## config.mk

```make
export PLATFORM = sky130hd
export DESIGN_NAME = modulator_config_lock_detect
export DESIGN_NICKNAME = d
export VERILOG_FILES = /design/src/rtl/modcfg_pkg.sv /design/src/rtl/modulator_config_lock_detect.sv
export SDC_FILE = /design/constraint.sdc
export NUM_CORES = 1
export LEC_CHECK = 0
export BUFFER_PORTS_ARGS = -buffer_cell sky130_fd_sc_hd__buf_2
export CAP_MARGIN = 5
export CORE_ASPECT_RATIO = 0.9
export CORE_MARGIN = 2
export CORE_UTILIZATION = 62
export CTS_BUF_LIST = sky130_fd_sc_hd__clkbuf_4 sky130_fd_sc_hd__clkbuf_8 sky130_fd_sc_hd__clkbuf_16
export CTS_CLUSTER_DIAMETER = 100
export DETAILED_ROUTE_END_ITERATION = 10
export PLACE_DENSITY = 0.86
export SLEW_MARGIN = 20
export SYNTH_ARGS = -nofsm -noshare
export SYNTH_HDL_FRONTEND = slang
export SYNTH_SLANG_ARGS = --single-unit
```

## constraint.sdc

```tcl
create_clock -name sys_clk -period 8.7 [get_ports sys_clk]
set_input_delay 0.435 -clock sys_clk [delete_from_list [all_inputs] [get_ports sys_clk]]
set_output_delay 0.435 -clock sys_clk [all_outputs]
set_load 0.02 [all_outputs]
```

## src/rtl/modcfg_pkg.sv

```systemverilog
/*
 * Package for the modulator configuration and lock detect block:
 * register addresses, field layouts, reset values, seed table and lock counts.
 * Assumes a register port with 5-bit word addresses and 24-bit data.
 */
`default_nettype none

package modcfg_pkg;

	// ----------------------------------------------------------------
	// Register addresses
	// ----------------------------------------------------------------
	localparam logic [4:0] ADDR_INT_FREQ = 5'h03;
	localparam logic [4:0] ADDR_FRAC_FREQ = 5'h04;
	localparam logic [4:0] ADDR_VCO_PORT = 5'h05;
	localparam logic [4:0] ADDR_MOD_CFG = 5'h06;
	localparam logic [4:0] ADDR_LOCK_CTRL = 5'h07;
	localparam logic [4:0] ADDR_LOCK_STATUS = 5'h12;

	// ----------------------------------------------------------------
	// Field layouts and reset values
	// ----------------------------------------------------------------
	typedef struct packed {
		logic [1:0] rsv_23_22;
		logic auto_clk_cfg;
		logic [8:0] rsv_20_12;
		logic sigma_delta_core_on;
		logic [2:0] init_bits;
		logic modulator_output_skip;
		logic [4:0] rsv_6_2;
		logic [1:0] seed_choice;
	} mod_cfg_t;

	typedef struct packed {
		logic [9:0] rsv_23_14;
		logic relock_on_loss;
		logic rsv_12;
		logic [1:0] lock_timer_speed;
		logic [2:0] lock_window_length;
		logic lock_window_source;
		logic [1:0] rsv_5_4;
		logic lock_detector_on;
		logic [2:0] lock_count_threshold;
	} lock_cfg_t;

	localparam logic [23:0] MOD_CFG_RESET = 24'h200b4a;
	localparam logic [23:0] LOCK_CTRL_RESET = 24'h00014d;

	// VCO port write that arms calibration: id and address bits all zero
	localparam logic [6:0] VCO_FINAL_MASK = 7'h7f;

	// ----------------------------------------------------------------
	// Seed table, indexed by the seed choice
	// ----------------------------------------------------------------
	localparam logic [3:0][23:0] SEED_TABLE = {24'h50f1cd, 24'hb29d08, 24'h000001, 24'h000000};
	localparam logic [1:0] SEED_RESET_CHOICE = 2'h2;

	// ----------------------------------------------------------------
	// Consecutive in-window counts needed to declare lock
	// ----------------------------------------------------------------
	localparam logic [7:0][16:0] LOCK_COUNTS = {17'h0ffff, 17'h02000, 17'h00800, 17'h00200,
		17'h00100, 17'h00060, 17'h00020, 17'h00005};

	// Window timer: prescaler and half-tick counter widths
	localparam int PRESC_W = 3;
	localparam int ELAPSED_W = 8;
	localparam logic [7:0] ELAPSED_MAX = 8'hff;

	// Read-back packing of the lock status word
	typedef struct packed {
		logic [21:0] rsv;
		logic relock_spent;
		logic locked;
	} lock_status_t;

	// Lock detector states
	typedef enum logic [1:0] {
		LD_OFF,
		LD_SEARCH,
		LD_LOCKED
	} lock_state_t;

endpackage

`default_nettype wire

```

## src/rtl/modulator_config_lock_detect.sv

```systemverilog
/*
 * Modulator configuration and digital lock detector.
 * Holds the modulator configuration and lock detect control registers,
 * loads the modulator seed on a frequency change, starts calibration and
 * watches consecutive phase comparisons for lock.
 * Assumes the serial port engine, the phase detector and the one-shot all
 * run on sys_clk and hand over single-cycle pulses.
 */
// Behaviour
// - Seed choice is stored; loaded into modulator on frequency change if bit 8 set.
// - Seed choice 0,1,2,3 gives zero, LSB, 0xB29D08, 0x50F1CD.
// - Skip bit ignores modulator output; modulator clocked while core enable set.
// - Core enable picks integer or fractional write as calibration trigger.
// - Core enable clear disables fractional core; set enables it.
// - Lock after programmed consecutive in-window counts: 5 up to 65,535.
// - Lock detector runs only while enabled; enable resets to one.
// - Window source: one selects digital timer, zero the analog one-shot.
// - Digital window: half cycle, then 1 to 64 cycles by code.
// - Timer speed field sets digital timer rate, 00 fastest, 11 slowest.
// - With relock set, one automatic relock attempt when lock detection fails.
// - After final VCO port write with zero bits, frequency write starts calibration.
`default_nettype none

module modulator_config_lock_detect (
	input wire logic sys_clk,
	input wire logic rst,
	input wire logic reg_wr,
	input wire logic reg_rd,
	input wire logic [4:0] reg_addr,
	input wire logic [23:0] reg_wdata,
	output logic [23:0] reg_rdata,
	input wire logic cmp_open,
	input wire logic cmp_close,
	input wire logic analog_in_window,
	output logic [23:0] mod_seed,
	output logic mod_seed_load,
	output logic mod_clock_run,
	output logic mod_output_used,
	output logic autocal_start,
	output logic analog_oneshot_en,
	output logic locked
);

	// ----------------------------------------------------------------
	// Register file
	// ----------------------------------------------------------------
	modcfg_pkg::mod_cfg_t mod_cfg_q;
	modcfg_pkg::lock_cfg_t lock_cfg_q;
	logic [23:0] rdata_q;
	logic [23:0] rdata_d;
	logic armed_q;
	logic [23:0] seed_q;
	logic seed_load_q;
	logic autocal_q;
	logic relock_spent_q;
	logic [modcfg_pkg::PRESC_W-1:0] presc_q;
	logic [modcfg_pkg::ELAPSED_W-1:0] elapsed_q;
	logic [16:0] tally_q;
	modcfg_pkg::lock_state_t state_q;
	modcfg_pkg::lock_state_t state_d;

	// Address decode of the write port
	wire wr_mod = reg_wr && (reg_addr == modcfg_pkg::ADDR_MOD_CFG);
	wire wr_lock = reg_wr && (reg_addr == modcfg_pkg::ADDR_LOCK_CTRL);
	wire wr_vco = reg_wr && (reg_addr == modcfg_pkg::ADDR_VCO_PORT);
	wire wr_int = reg_wr && (reg_addr == modcfg_pkg::ADDR_INT_FREQ);
	wire wr_frac = reg_wr && (reg_addr == modcfg_pkg::ADDR_FRAC_FREQ);
	wire vco_final = (reg_wdata[6:0] & modcfg_pkg::VCO_FINAL_MASK) == 7'h00;

	// Storing every bit keeps read-back exact; host owns skip and init bits
	always_ff @(posedge sys_clk) begin
		if (rst) begin
			mod_cfg_q <= modcfg_pkg::MOD_CFG_RESET;
			lock_cfg_q <= modcfg_pkg::LOCK_CTRL_RESET;
		end else begin
			if (wr_mod) begin
				mod_cfg_q <= reg_wdata;
			end
			if (wr_lock) begin
				lock_cfg_q <= reg_wdata;
			end
		end
	end

	// Read mux; unknown addresses return zero
	wire modcfg_pkg::lock_status_t status_word = '{rsv: 22'h000000,
		relock_spent: relock_spent_q, locked: (state_q == modcfg_pkg::LD_LOCKED)};
	always_comb begin
		rdata_d = 24'h000000;
		case (reg_addr)
			modcfg_pkg::ADDR_MOD_CFG: rdata_d = mod_cfg_q;
			modcfg_pkg::ADDR_LOCK_CTRL: rdata_d = lock_cfg_q;
			modcfg_pkg::ADDR_LOCK_STATUS: rdata_d = status_word;
			default: rdata_d = 24'h000000;
		endcase
	end

	// Read data is captured one cycle after the read strobe
	always_ff @(posedge sys_clk) begin
		if (rst) begin
			rdata_q <= 24'h000000;
		end else if (reg_rd) begin
			rdata_q <= rdata_d;
		end
	end

	// ----------------------------------------------------------------
	// Calibration trigger and seed load
	// ----------------------------------------------------------------
	// trigger follows core enable
	wire freq_write = mod_cfg_q.sigma_delta_core_on ? wr_frac : wr_int;
	wire freq_change = freq_write && armed_q;
	// seed loads only with bit 8
	wire seed_load = freq_change && mod_cfg_q.init_bits[0];
	wire [23:0] seed_value = modcfg_pkg::SEED_TABLE[mod_cfg_q.seed_choice];

	// Arming survives calibrations so a hop needs only the frequency write
	// arm on final port write
	always_ff @(posedge sys_clk) begin
		if (rst) begin
			armed_q <= 1'b0;
		end else if (wr_vco) begin
			armed_q <= vco_final;
		end
	end

	// Seed register and load strobe
	always_ff @(posedge sys_clk) begin
		if (rst) begin
			seed_q <= modcfg_pkg::SEED_TABLE[modcfg_pkg::SEED_RESET_CHOICE];
			seed_load_q <= 1'b0;
		end else begin
			seed_load_q <= seed_load;
			if (seed_load) begin
				seed_q <= seed_value;
			end
		end
	end

	// ----------------------------------------------------------------
	// Digital window timer
	// ----------------------------------------------------------------
	// prescale by two to the speed code
	wire [modcfg_pkg::PRESC_W-1:0] presc_mask =
		(modcfg_pkg::PRESC_W)'((4'h1 << lock_cfg_q.lock_timer_speed) - 4'h1);
	wire half_tick = (presc_q & presc_mask) == presc_mask;
	// window in half ticks is two to the length code
	wire [modcfg_pkg::ELAPSED_W-1:0] window_limit =
		(modcfg_pkg::ELAPSED_W)'(8'h01 << lock_cfg_q.lock_window_length);

	// Free-running prescaler; no reset of phase on open, so up to one tick of skew
	always_ff @(posedge sys_clk) begin
		if (rst) begin
			presc_q <= '0;
		end else begin
			presc_q <= presc_q + 3'h1;
		end
	end

	// Half ticks since the opening edge, saturating
	always_ff @(posedge sys_clk) begin
		if (rst) begin
			elapsed_q <= '0;
		end else if (cmp_open) begin
			elapsed_q <= '0;
		end else if (half_tick && elapsed_q != modcfg_pkg::ELAPSED_MAX) begin
			elapsed_q <= elapsed_q + 8'h01;
		end
	end

	wire in_window = lock_cfg_q.lock_window_source ? (elapsed_q < window_limit)
		: analog_in_window;
	wire cmp_good = cmp_close && in_window;
	wire cmp_bad = cmp_close && !in_window;
	wire [16:0] count_target = modcfg_pkg::LOCK_COUNTS[lock_cfg_q.lock_count_threshold];
	wire tally_full = (tally_q + 17'h00001) >= count_target;

	// ----------------------------------------------------------------
	// Lock detector
	// ----------------------------------------------------------------
	// Next lock state
	always_comb begin
		state_d = state_q;
		case (state_q)
			modcfg_pkg::LD_OFF: begin
				if (lock_cfg_q.lock_detector_on) begin
					state_d = modcfg_pkg::LD_SEARCH;
				end
			end
			modcfg_pkg::LD_SEARCH: begin
				if (cmp_good && tally_full) begin
					state_d = modcfg_pkg::LD_LOCKED;
				end
			end
			modcfg_pkg::LD_LOCKED: begin
				if (cmp_bad) begin
					state_d = modcfg_pkg::LD_SEARCH;
				end
			end
			default: state_d = modcfg_pkg::LD_OFF;
		endcase
		if (!lock_cfg_q.lock_detector_on) begin
			state_d = modcfg_pkg::LD_OFF;
		end
	end

	// State and consecutive tally
	always_ff @(posedge sys_clk) begin
		if (rst) begin
			state_q <= modcfg_pkg::LD_OFF;
			tally_q <= 17'h00000;
		end else begin
			state_q <= state_d;
			if (state_d == modcfg_pkg::LD_OFF || cmp_bad) begin
				tally_q <= 17'h00000;
			end else if (cmp_good && !tally_full) begin
				tally_q <= tally_q + 17'h00001;
			end
		end
	end

	// ----------------------------------------------------------------
	// Automatic relock
	// ----------------------------------------------------------------
	// single relock on loss
	wire lock_lost = (state_q == modcfg_pkg::LD_LOCKED) && cmp_bad;
	wire relock = lock_lost && lock_cfg_q.relock_on_loss && !relock_spent_q;

	// A host-started calibration rearms the one attempt; set wins over rearm
	always_ff @(posedge sys_clk) begin
		if (rst) begin
			relock_spent_q <= 1'b0;
			autocal_q <= 1'b0;
		end else begin
			autocal_q <= freq_change || relock;
			if (relock) begin
				relock_spent_q <= 1'b1;
			end else if (freq_change) begin
				relock_spent_q <= 1'b0;
			end
		end
	end

	// ----------------------------------------------------------------
	// Outputs
	// ----------------------------------------------------------------
	assign reg_rdata = rdata_q;
	assign mod_seed = seed_q;
	assign mod_seed_load = seed_load_q;
	assign mod_clock_run = mod_cfg_q.sigma_delta_core_on;
	assign mod_output_used = !mod_cfg_q.modulator_output_skip;
	assign autocal_start = autocal_q;
	assign analog_oneshot_en = lock_cfg_q.lock_detector_on && !lock_cfg_q.lock_window_source;
	assign locked = (state_q == modcfg_pkg::LD_LOCKED);

endmodule

`default_nettype wire

```

==> metrics.txt, run 1 <==
DRT Wirelength=14200 um; Synth Register Bits=118; worst rel slew slack=26.4%; hold worst-path end=mod_cfg_q[21]; Switch Pwr=slightly above 300 uW; CP arrival=between 4 and 5 ns; mux cell area share after synthesis=5.55%; Syn Area/Cell=about 8.4 um2; Die Span Y=96.8 um; hold_buf cts=0; crit path cell chain=and3_1, nand3_1, nor4b_1, nand3_1, xnor2_1, ha_1, nand3_1, o211ai_1, a31oi_1, nand4b_4, or4_2, a21oi_1; VDD IR-drop max=0.123 mV; commonest non-fill, non-tap cell in the layout=nand2_1; Critical-path top delay cell=or4_2; total I/O pin count=90; via/cell ratio=5.89; Adder-Cell Fraction of Synth Area=a little over 6%; worst-margin pin slew=roughly 1.1 ns; TritonCTS clock tree=done; Hold WC Path Type=in2reg; clk root buf=clkbuf_8; total track usage=28.7%; Port Buf Inserts=82; crit start category=register; RSZ-0062 raised after global routing=no; post-DR wirelength/cell=16.0 um; cell count of the worst hold path=3; Remaining Overflow, GRT=0; clk_skew=a little over 0.008 ns; CTS sink cnt=between 100 and 150; first-pass GRT wire length=23900 um; slowest cell delay on critical path=0.65 ns; post-synthesis compound-gate area fraction=12.4%; Die ar.=0.0104 mm2; postcts setup bufs=0; Synth cell types=56; most frequent cells in the layout=125 x nand2_1, 118 x dfxtp_1, 87 x a21oi_1, 82 x buf_2, 40 x nand3_1; pin count of the biggest net entering global routing=84; # rows=33; core area=0.00921 mm2; CP Class=reg2reg; largest family of logic cells by synthesized area=simple AND/OR/NAND/NOR gates; diode count=0; Pre-Repair DR Iteration Count=5; WP data required=9.14 ns; Die W=~110 um; CTS Buf Count=17; Layout fillers=688; maximum clock rate=247 MHz; Vias=5230; leakage power=around 0.0028 uW; clock tree buffer depth=2; Post-Synth Simple-Gate Area=25.7%; outcome=finished, final reports clean; Nets=between 800 and 900; post-synthesis xor/xnor area fraction=roughly 3.4%; vias in the first global route=5109; Crit Reg-Reg Endpoint=tally_q[12]; Final Critical Period=4.05 ns; synth warn=0; internal power=954 uW; antenna violations before repair=0; Routability Congestion=about 0.89; P per Cell Area=186 mW/mm2; Synth Instances=703; Sw Ratio=24.3%; post-DP HPWL=9430 um; CP Capture Type=register; CP max FO=28; ys async rst share=0%; setup tns final=0 ns; WHS=0.158 ns; reg-to-reg setup timing slack=between 4 and 5 ns; FF-to-FF Start=tally_q[4]; Post-synth EDFFs=0; Antenna Nets Post-Route=0; cell mode on critical path=nand3_1; clock power share=50.8%; Pins Over Slew Limit=0; 1st-iter DRT viols=269; R2R cell count=12; Max-Cap Viols=0; Max H-tree Level=4; Synth Flop Type=dfxtp_1; share of cells above drive strength 1=20.1%; synth-to-layout area growth=14.1%; Starting Density=64.4%; Clock transition at path regs=around 0.060 ns; Post-Syn Area=just under 0.006 mm2; final critical-path share of the clock period=a little under half; register area share after synthesis=39.8%; detailed-route DRC error count=0; combinational share of power=~5.4%; register share of total power=43.8%; start point of the worst hold path=reg_wdata[21]; final hold violation count=0; clock latency on the worst-skew pair=0.51 ns; final setup fails=0; PostCTS Resize Cnt=0
## metal layers
layer,global-route usage (%),vias up,routed length (um)
met2,45.7,218,6950
li1,-,2511,-
met3,6.47,50,967
met1,35.8,2451,5740
met5,0,-,0
met4,15.7,0,527
## synthesized netlist by cell type, types with 2 or more instances
library cell  instances  area [um2]
buf_1                 4        15.0
or3_1                 2        12.5
nor3b_1               2        15.0
or3b_2                2        17.5
mux2_2               23         259
nand4_1               9        56.3
a31oi_1               2        12.5
buf_4                21         158
and3_1                7        43.8
nor2b_1               6        37.5
nand2b_1             28         175
a21oi_1              87         435
or4_1                12        90.1
or2_2                 2        12.5
and4b_1               2        20.0
nor4_1                5        31.3
inv_1                20        75.1
xnor2_1              13         114
and2_1                3        18.8
nand2_1             125         469
o21ai_0              12        60.1
buf_2                 2        10.0
nor2_1               25        93.8
mux2i_1               7        70.1
nand3b_1             15         113
ha_1                 29         363
nand3_1              40         200
a211oi_1              2        15.0
a21o_1                2        15.0
dfxtp_1             118        2360
xor2_1               10        87.6
clkbuf_1             29         109
o31ai_1              12        90.1
buf_6                 3        33.8
## power by group through the flow
stage | clock network [uW] | logic [uW] | registers, uW
finish | 639 | 68.4 | 552
global placement | 0 | 64.3 | 563
global route | 673 | 74.9 | 552
detailed placement | 0 | 66.6 | 563
floorplan | 0 | 48.1 | 562
CTS | 646 | 67.7 | 551
## cell families after synthesis
logic type	count (synthesis)
other	1
xor gates and xnor gates	23
buffers and inverters	80
AOI/OAI and AO/OA	128
muxes	30
and+or+nand+nor	294
DFF	118
adders and majority gates	29
## state kept, by name, summed over array words and instances (netlist names), 2 cells and up
name and count:
count_target 8, elapsed_q 8, lock_cfg_q 24, mod_cfg_q 23, mod_seed 4, presc_q 3
reg_rdata 24, state_q 2, tally_q 17
## worst max path at each step
stage,start,end,slack [ns],cells past startpoint
after floorplan,tally_q[0],tally_q[12],5.46,13
after global placement,tally_q[0],tally_q[12],5.07,13
after detailed placement,tally_q[4],tally_q[12],4.79,12
after CTS,tally_q[4],tally_q[12],4.69,12
after global routing,tally_q[0],tally_q[12],4.35,12
final,tally_q[4],tally_q[12],4.65,12
## cell type report
type	count	area (um2)	area share [%]
well taps	122	153	2.25
clock inverters	14	128	1.88
multi-input cells	511	3200	47.2
repair buffers	85	433	6.39
clock buffers	18	422	6.23
inverters	20	75.1	1.11
flip-flops and latches	118	2360	34.9
## stage by stage
step | power, uW | worst slack (ns) | instances | utilization [%] | cell area, um2
finish | 1260 | 4.65 | 888 | 73.5 | 6770
global route | 1300 | 4.35 | 888 | 73.5 | 6770
CTS | 1270 | 4.69 | 888 | 73.5 | 6770
detailed placement | 630 | 4.79 | 856 | 67.6 | 6220
global placement | 627 | 5.07 | 856 | 67.6 | 6220
floorplan | 610 | 5.46 | 709 | - | 5960
## critical path: cells and delay by family (launching register included)
family | cells | cell delay, ns
and+or+nand+nor | 7 | 2.42
AOI/OAI and AO/OA | 3 | 0.64
DFF | 1 | 0.42
adders and majority gates | 1 | 0.31
xor gates and xnor gates | 1 | 0.17
Note: power is estimated with default switching activity, not from simulation.
==> run 2: changes to the inputs <==
Settings changed: ABC_AREA set to 1, CORE_UTILIZATION 62 to 57, PLACE_DENSITY 0.86 to 0.8.
Clock period 8.7 ns to 3.75 ns, I/O delays scaled along.
==> run 2 against run 1 <==
Worst setup slack got worse by 3.9 ns. Hold slack got worse by 0.14 ns. Total power increased to 2.5 times the previous value. Routed wire length about the same. Clock-buffer cell count unchanged. Core utilization decreased by 4.5 points. Clock skew decreased by 0.0015 ns. Register-to-register slack got worse by 3.9 ns. First-iteration DRC count increased by 5.9%. Via count increased by 2.9%. Clock power increased to 2.7 times the previous value. Largest power group unchanged.
==> metrics.txt, run 2 <==
outcome=finished, final reports clean; Post-Syn Area=roughly 0.0058 mm2; maximum clock rate=332 MHz; total track usage=between 20% and 30%; crit start category=register; start point of the worst hold path=reg_wdata[9]; Post-synth EDFFs=0; Synth Instances=slightly below 800; Port Buf Inserts=between 80 and 90; clk root buf=clkbuf_16; CP Capture Type=register; Synth cell types=40; Pre-Repair DR Iteration Count=5; clk_skew=around 0.0066 ns; detailed-route DRC error count=0; reg-to-reg setup timing slack=between 0.7 and 0.8 ns; Crit Reg-Reg Endpoint=tally_q[9]; Synth Flop Type=dfxtp_1; most frequent cells in the layout=152 x nand2_1, 118 x dfxtp_1, 94 x inv_1, 90 x a21oi_1, 82 x buf_2; Die ar.=around 0.011 mm2; FF-to-FF Start=tally_q[0]; CP max FO=18; most frequent cell after synthesis=nand2_1; Layout fillers=815; first-pass GRT wire length=23600 um; CP Class=reg2reg; combinational share of power=under 10%; commonest non-fill, non-tap cell in the layout=nand2_1; Nets=902; VDD IR-drop max=0.480 mV; 1st-iter DRT viols=approximately 290; Placement Setup Slack=0.797 ns; Switch Pwr=between 700 and 800 uW; RSZ-0062 raised after global routing=no; vias in the first global route=5215; Starting Density=59.2%; Final Critical Period=3.01 ns; Pins Over Slew Limit=0; register area share after synthesis=approximately two fifths; leakage power=~0.0029 uW; Synth Register Bits=118; postcts setup bufs=0; Syn Area/Cell=about 7.5 um2; clock power share=between 50% and 60%; CP arrival=3.27 ns; largest area contributor in the netlist=dfxtp_1; CTS sink cnt=approximately 120; cell count of the worst hold path=3; post-DP HPWL=9920 um; Max H-tree Level=4; worst rel slew slack=between 40% and 50%; internal power=2460 uW; ys async rst share=0%; Commonest cells post-synth=152 x nand2_1, 118 x dfxtp_1, 94 x inv_1; setup tns final=0 ns; share of cells above drive strength 1=18.5%; Remaining Overflow, GRT=0; clock latency on the worst-skew pair=0.42 ns; hold worst-path end=mod_cfg_q[9]; DRT Wirelength=between 10000 and 15000 um; TritonCTS clock tree=done; synth warn=0; synth-to-layout area growth=16.8%; Clock transition at path regs=0.06 ns; Sw Ratio=about 23%; final critical-path share of the clock period=80.4%; PostCTS Resize Cnt=0; total I/O pin count=90; Routability Congestion=approximately 0.96; antenna violations before repair=0; final setup fails=0; hold_buf cts=0; Hold WC Path Type=in2reg; WP data required=4.01 ns; # rows=34; P per Cell Area=between 400 and 500 mW/mm2; register share of total power=between 40% and 50%; pin count of the biggest net entering global routing=between 40 and 50; final hold violation count=0; Synth area leaders=dfxtp_1 41%, nand2_1 9.9%, a21oi_1 7.8%, ha_1 6.3%, inv_1 6.1%; Antenna Nets Post-Route=0; Vias=5380; worst-margin pin slew=0.884 ns; Final WS setup=roughly 0.74 ns; via/cell ratio=5.51; top-area cell type share of the netlist area=between 40 and 50%; core area=0.00978 mm2; Max-Cap Viols=0; post-DR wirelength/cell=14.5 um; clock tree buffer depth=2; R2R cell count=16; CTS Buf Count=17; diode count=0; Die Span Y=about 100 um; Die W=110 um
-- run 2: cell types whose count changed after synthesis, sizes merged, moves of 11 or more --
cell    before  now
o21ai       12   50
nand3       42   30
inv         20  105
nand2b      28    0
or4         13    0
mux2        23    0
nand4       10   22
a21oi       87   98
nor2        25   54
o31ai       12    1
o22ai        0   18
nand2      125  161
nand3b      15    1
-- run 2: power by group through the flow --
stage / Clock (uW) / Combinational (uW) / Sequential (uW)
floorplan: 0 / 123 / 1310
CTS: 1750 / 172 / 1280
finish: 1740 / 173 / 1280
detailed placement: 0 / 169 / 1310
global placement: 0 / 163 / 1310
global route: 1810 / 196 / 1280
-- run 2: metrics by stage --
stage | hold slack, ns | utilization, % | total power (uW) | std cells | cell area [um2]
after floorplan | 0.314 | - | 1430 | 782 | 5810
after global placement | 0.425 | 62.6 | 1470 | 944 | 6120
after detailed placement | 0.437 | 62.6 | 1480 | 944 | 6120
after CTS | 0.00674 | 69.1 | 3200 | 976 | 6760
after global routing | 0.0183 | 69.1 | 3290 | 976 | 6760
final | 0.0197 | 69.1 | 3200 | 976 | 6760
-- run 2: layout make-up --
class / count / area [um2] / area share, %
Multi-Input combinational cell: 508 / 2760 / 40.8
Sequential cell: 118 / 2360 / 34.9
Timing Repair Buffer: 87 / 448 / 6.63
Clock buffer: 18 / 439 / 6.50
Inverter: 105 / 394 / 5.83
Clock inverter: 14 / 200 / 2.96
Tap cell: 126 / 158 / 2.33
-- run 2: worst max path at each step --
stage          slack [ns]    endpoint  startpoint
2_1_floorplan        1.21  tally_q[2]  tally_q[0]
4_1_cts              0.77  tally_q[2]  tally_q[0]
3_3_place_gp         0.94  tally_q[2]  tally_q[0]
6_report             0.74  tally_q[9]  tally_q[0]
3_5_place_dp         0.80  tally_q[2]  tally_q[0]
5_1_grt              0.47  tally_q[9]  tally_q[4]
-- run 2: cell families after synthesis --
kind of cell               Yosys count  synth area share [%]
adders and majority gates           29                  6.27
DFF                                118                  40.8
buffers and inverters              156                  11.9
other                                1                0.0648
AOI/OAI and AO/OA                  181                  17.3
xor gates and xnor gates            15                  2.27
and+or+nand+nor                    276                  21.4
-- run 2: critical path: stages (launching register included) --
cell     delay (ns)
dfxtp_1        0.41
ha_1           0.24
nand3_2        0.12
nor2_2         0.24
nand2_2        0.10
nor2_4         0.13
xnor2_1        0.13
inv_1          0.08
ha_1           0.29
nand2_1        0.08
nor2_1         0.06
nand4_1        0.15
nand3_4        0.11
nor2_8         0.23
nand3_4        0.26
nand2_1        0.14
a21oi_1        0.07
-- run 2: metal layers --
metal / wire length, um / GRT usage [%]
met3: 870 / 7.14
met5: 0 / 0
met1: 6100 / 33.8
met4: 455 / 14.5
met2: 6760 / 44.8
==> run 3: changes to the inputs <==
Settings changed: ABC_AREA 1 to 0.
Clock period 3.75 ns to 2.8 ns, I/O delays scaled along.
==> run 3 against run 2 <==
The run now ends with negative setup slack left. Register-to-register slack worse by 1.0 ns. Clock power up 32%. Sequential share of layout area fell by 4.2 points. Sequential cell count unchanged. First-iteration DRC count is 40% higher. Die area up 2.4%. Largest cell class unchanged. Highest routed layer unchanged.
==> metrics.txt, run 3 (synthesized netlist as in run 1, its figures left out) <==
outcome=finished with violations; failing checks=negative setup slack; RSZ-0062 raised after global routing=yes; final setup fails=18; # rows=35; Pre-Repair DR Iteration Count=5; DRT Wirelength=between 15000 and 20000 um; Starting Density=58.1%; Routability Congestion=0.875; post-DP HPWL=10700 um; antenna violations before repair=0; CP Class=reg2reg; clk root buf=clkbuf_16; crit start category=register; TritonCTS clock tree=done; total I/O pin count=90; clock tree buffer depth=2; final hold violation count=0; synth-to-layout area growth=30.2%; vias in the first global route=5612; final critical-path share of the clock period=110%; Final WS setup=-0.286 ns; CP max FO=23; WHS=0.0579 ns; 1st-iter DRT viols=399; worst-margin pin slew=0.693 ns; Remaining Overflow, GRT=0; maximum clock rate=324 MHz; share of cells above drive strength 1=28.9%; total track usage=29.8%; CTS Buf Count=17; post-DR wirelength/cell=17.0 um; slowest cell delay on critical path=0.44 ns; pin count of the biggest net entering global routing=72; most frequent cells in the layout=124 x nand2_1, 110 x dfxtp_1, 82 x buf_2, 81 x a21oi_1, 55 x buf_4; Die W=112 um; CP delay by family, top=simple AND/OR/NAND/NOR gates; Max H-tree Level=4; Nets=899; Pins Over Slew Limit=0; Core Util, Final=75.7%; Final Critical Period=slightly above 3 ns; P per Cell Area=between 500 and 600 mW/mm2; VDD IR-drop max=0.473 mV; via/cell ratio=roughly 5.8; worst rel slew slack=between 50% and 60%; post-route design area=0.00773 mm2; Die ar.=0.0112 mm2; clk_skew=0.00717 ns; core area=0.0102 mm2; CP Capture Type=register; Antenna Nets Post-Route=0; Vias=5684; WP data required=3.15 ns; Placement Setup Slack=-0.317 ns; leakage power=0.00326 uW; Max-Cap Viols=0; crit path cell chain=and3_4, nand3_4, nor4b_4, nand3_2, xnor2_1, ha_1, a21oi_2, o211ai_1, a31oi_2, nand4b_4, buf_12, or4_1, a21oi_2; Critical-path top delay cell=or4_1; cell mode on critical path=a21oi_2; Hold WC Path Type=in2reg; diode count=0; Port Buf Inserts=82; CP bufs+invs=1; clock latency on the worst-skew pair=between 0.4 and 0.5 ns; first-pass GRT wire length=26700 um; Clock transition at path regs=around 0.050 ns; setup tns final=-3.71 ns; Die Span Y=101 um; CP arrival=between 3 and 4 ns; commonest non-fill, non-tap cell in the layout=nand2_1; placed cell area=0.00669 mm2; CTS sink cnt=118; detailed-route DRC error count=0
[run 3: changes by cell type in the layout (fill, tap and decap cells not counted), moves of 10 or more]
| cell | delta |
|---|---|
| dlygate4sd3_1 | +24 |
| buf_4 | +50 |
| inv_1 | -74 |
| o21ai_1 | -30 |
| o22ai_1 | -18 |
| mux2_2 | +23 |
| nor2_1 | -25 |
| nand2_1 | -28 |
| nand4_1 | -13 |
| nand2b_1 | +28 |
| or4_1 | +10 |
| inv_2 | -11 |
| nand3b_1 | +14 |
[run 3: stage by stage]
step                instances  total power, uW
global placement          915             1980
finish                    976             4300
global route              976             4420
floorplan                 709             1900
detailed placement        915             1990
CTS                       973             4300
[run 3: final cells by class]
type                    instances  area, um2
clock buffers                  22        469
fillers                       663       2480
repair buffers                166       1130
multi-input cells             511       3360
clock inverters                10        154
inverters                      20       75.1
flip-flops and latches        118       2380
well taps                     129        161
[run 3: path summary, 6_finish.rpt]
path,to,slack (ns),depth (start not counted),startpoint
max,tally_q[4],-0.29,13,tally_q[0]
min,presc_q[0],0.06,2,rst
max reg2reg,tally_q[4],-0.29,13,tally_q[0]
min reg2reg,mod_cfg_q[12],0.45,2,mod_cfg_q[12]
[run 3: report_power, final]
group	internal [uW]	switching (uW)	total, uW
logic	128	161	289
clock network	1540	754	2300
registers	1700	16.4	1720
[run 3: repair_timing]
action	CTS	global route
hold endpoints to repair	43	0
buffers inserted	3	4
endpoints found under the setup margin	19	20
hold buffers	24	0
pin swaps	11	13
gates resized for setup	20	13
[run 3: routing by layer]
layer / share of wire (%) / track usage, %
met3: 6.4 / 6.31
met2: 51 / 52.7
met5: 0 / 0
met4: 3.0 / 15.0
met1: 40 / 34.4
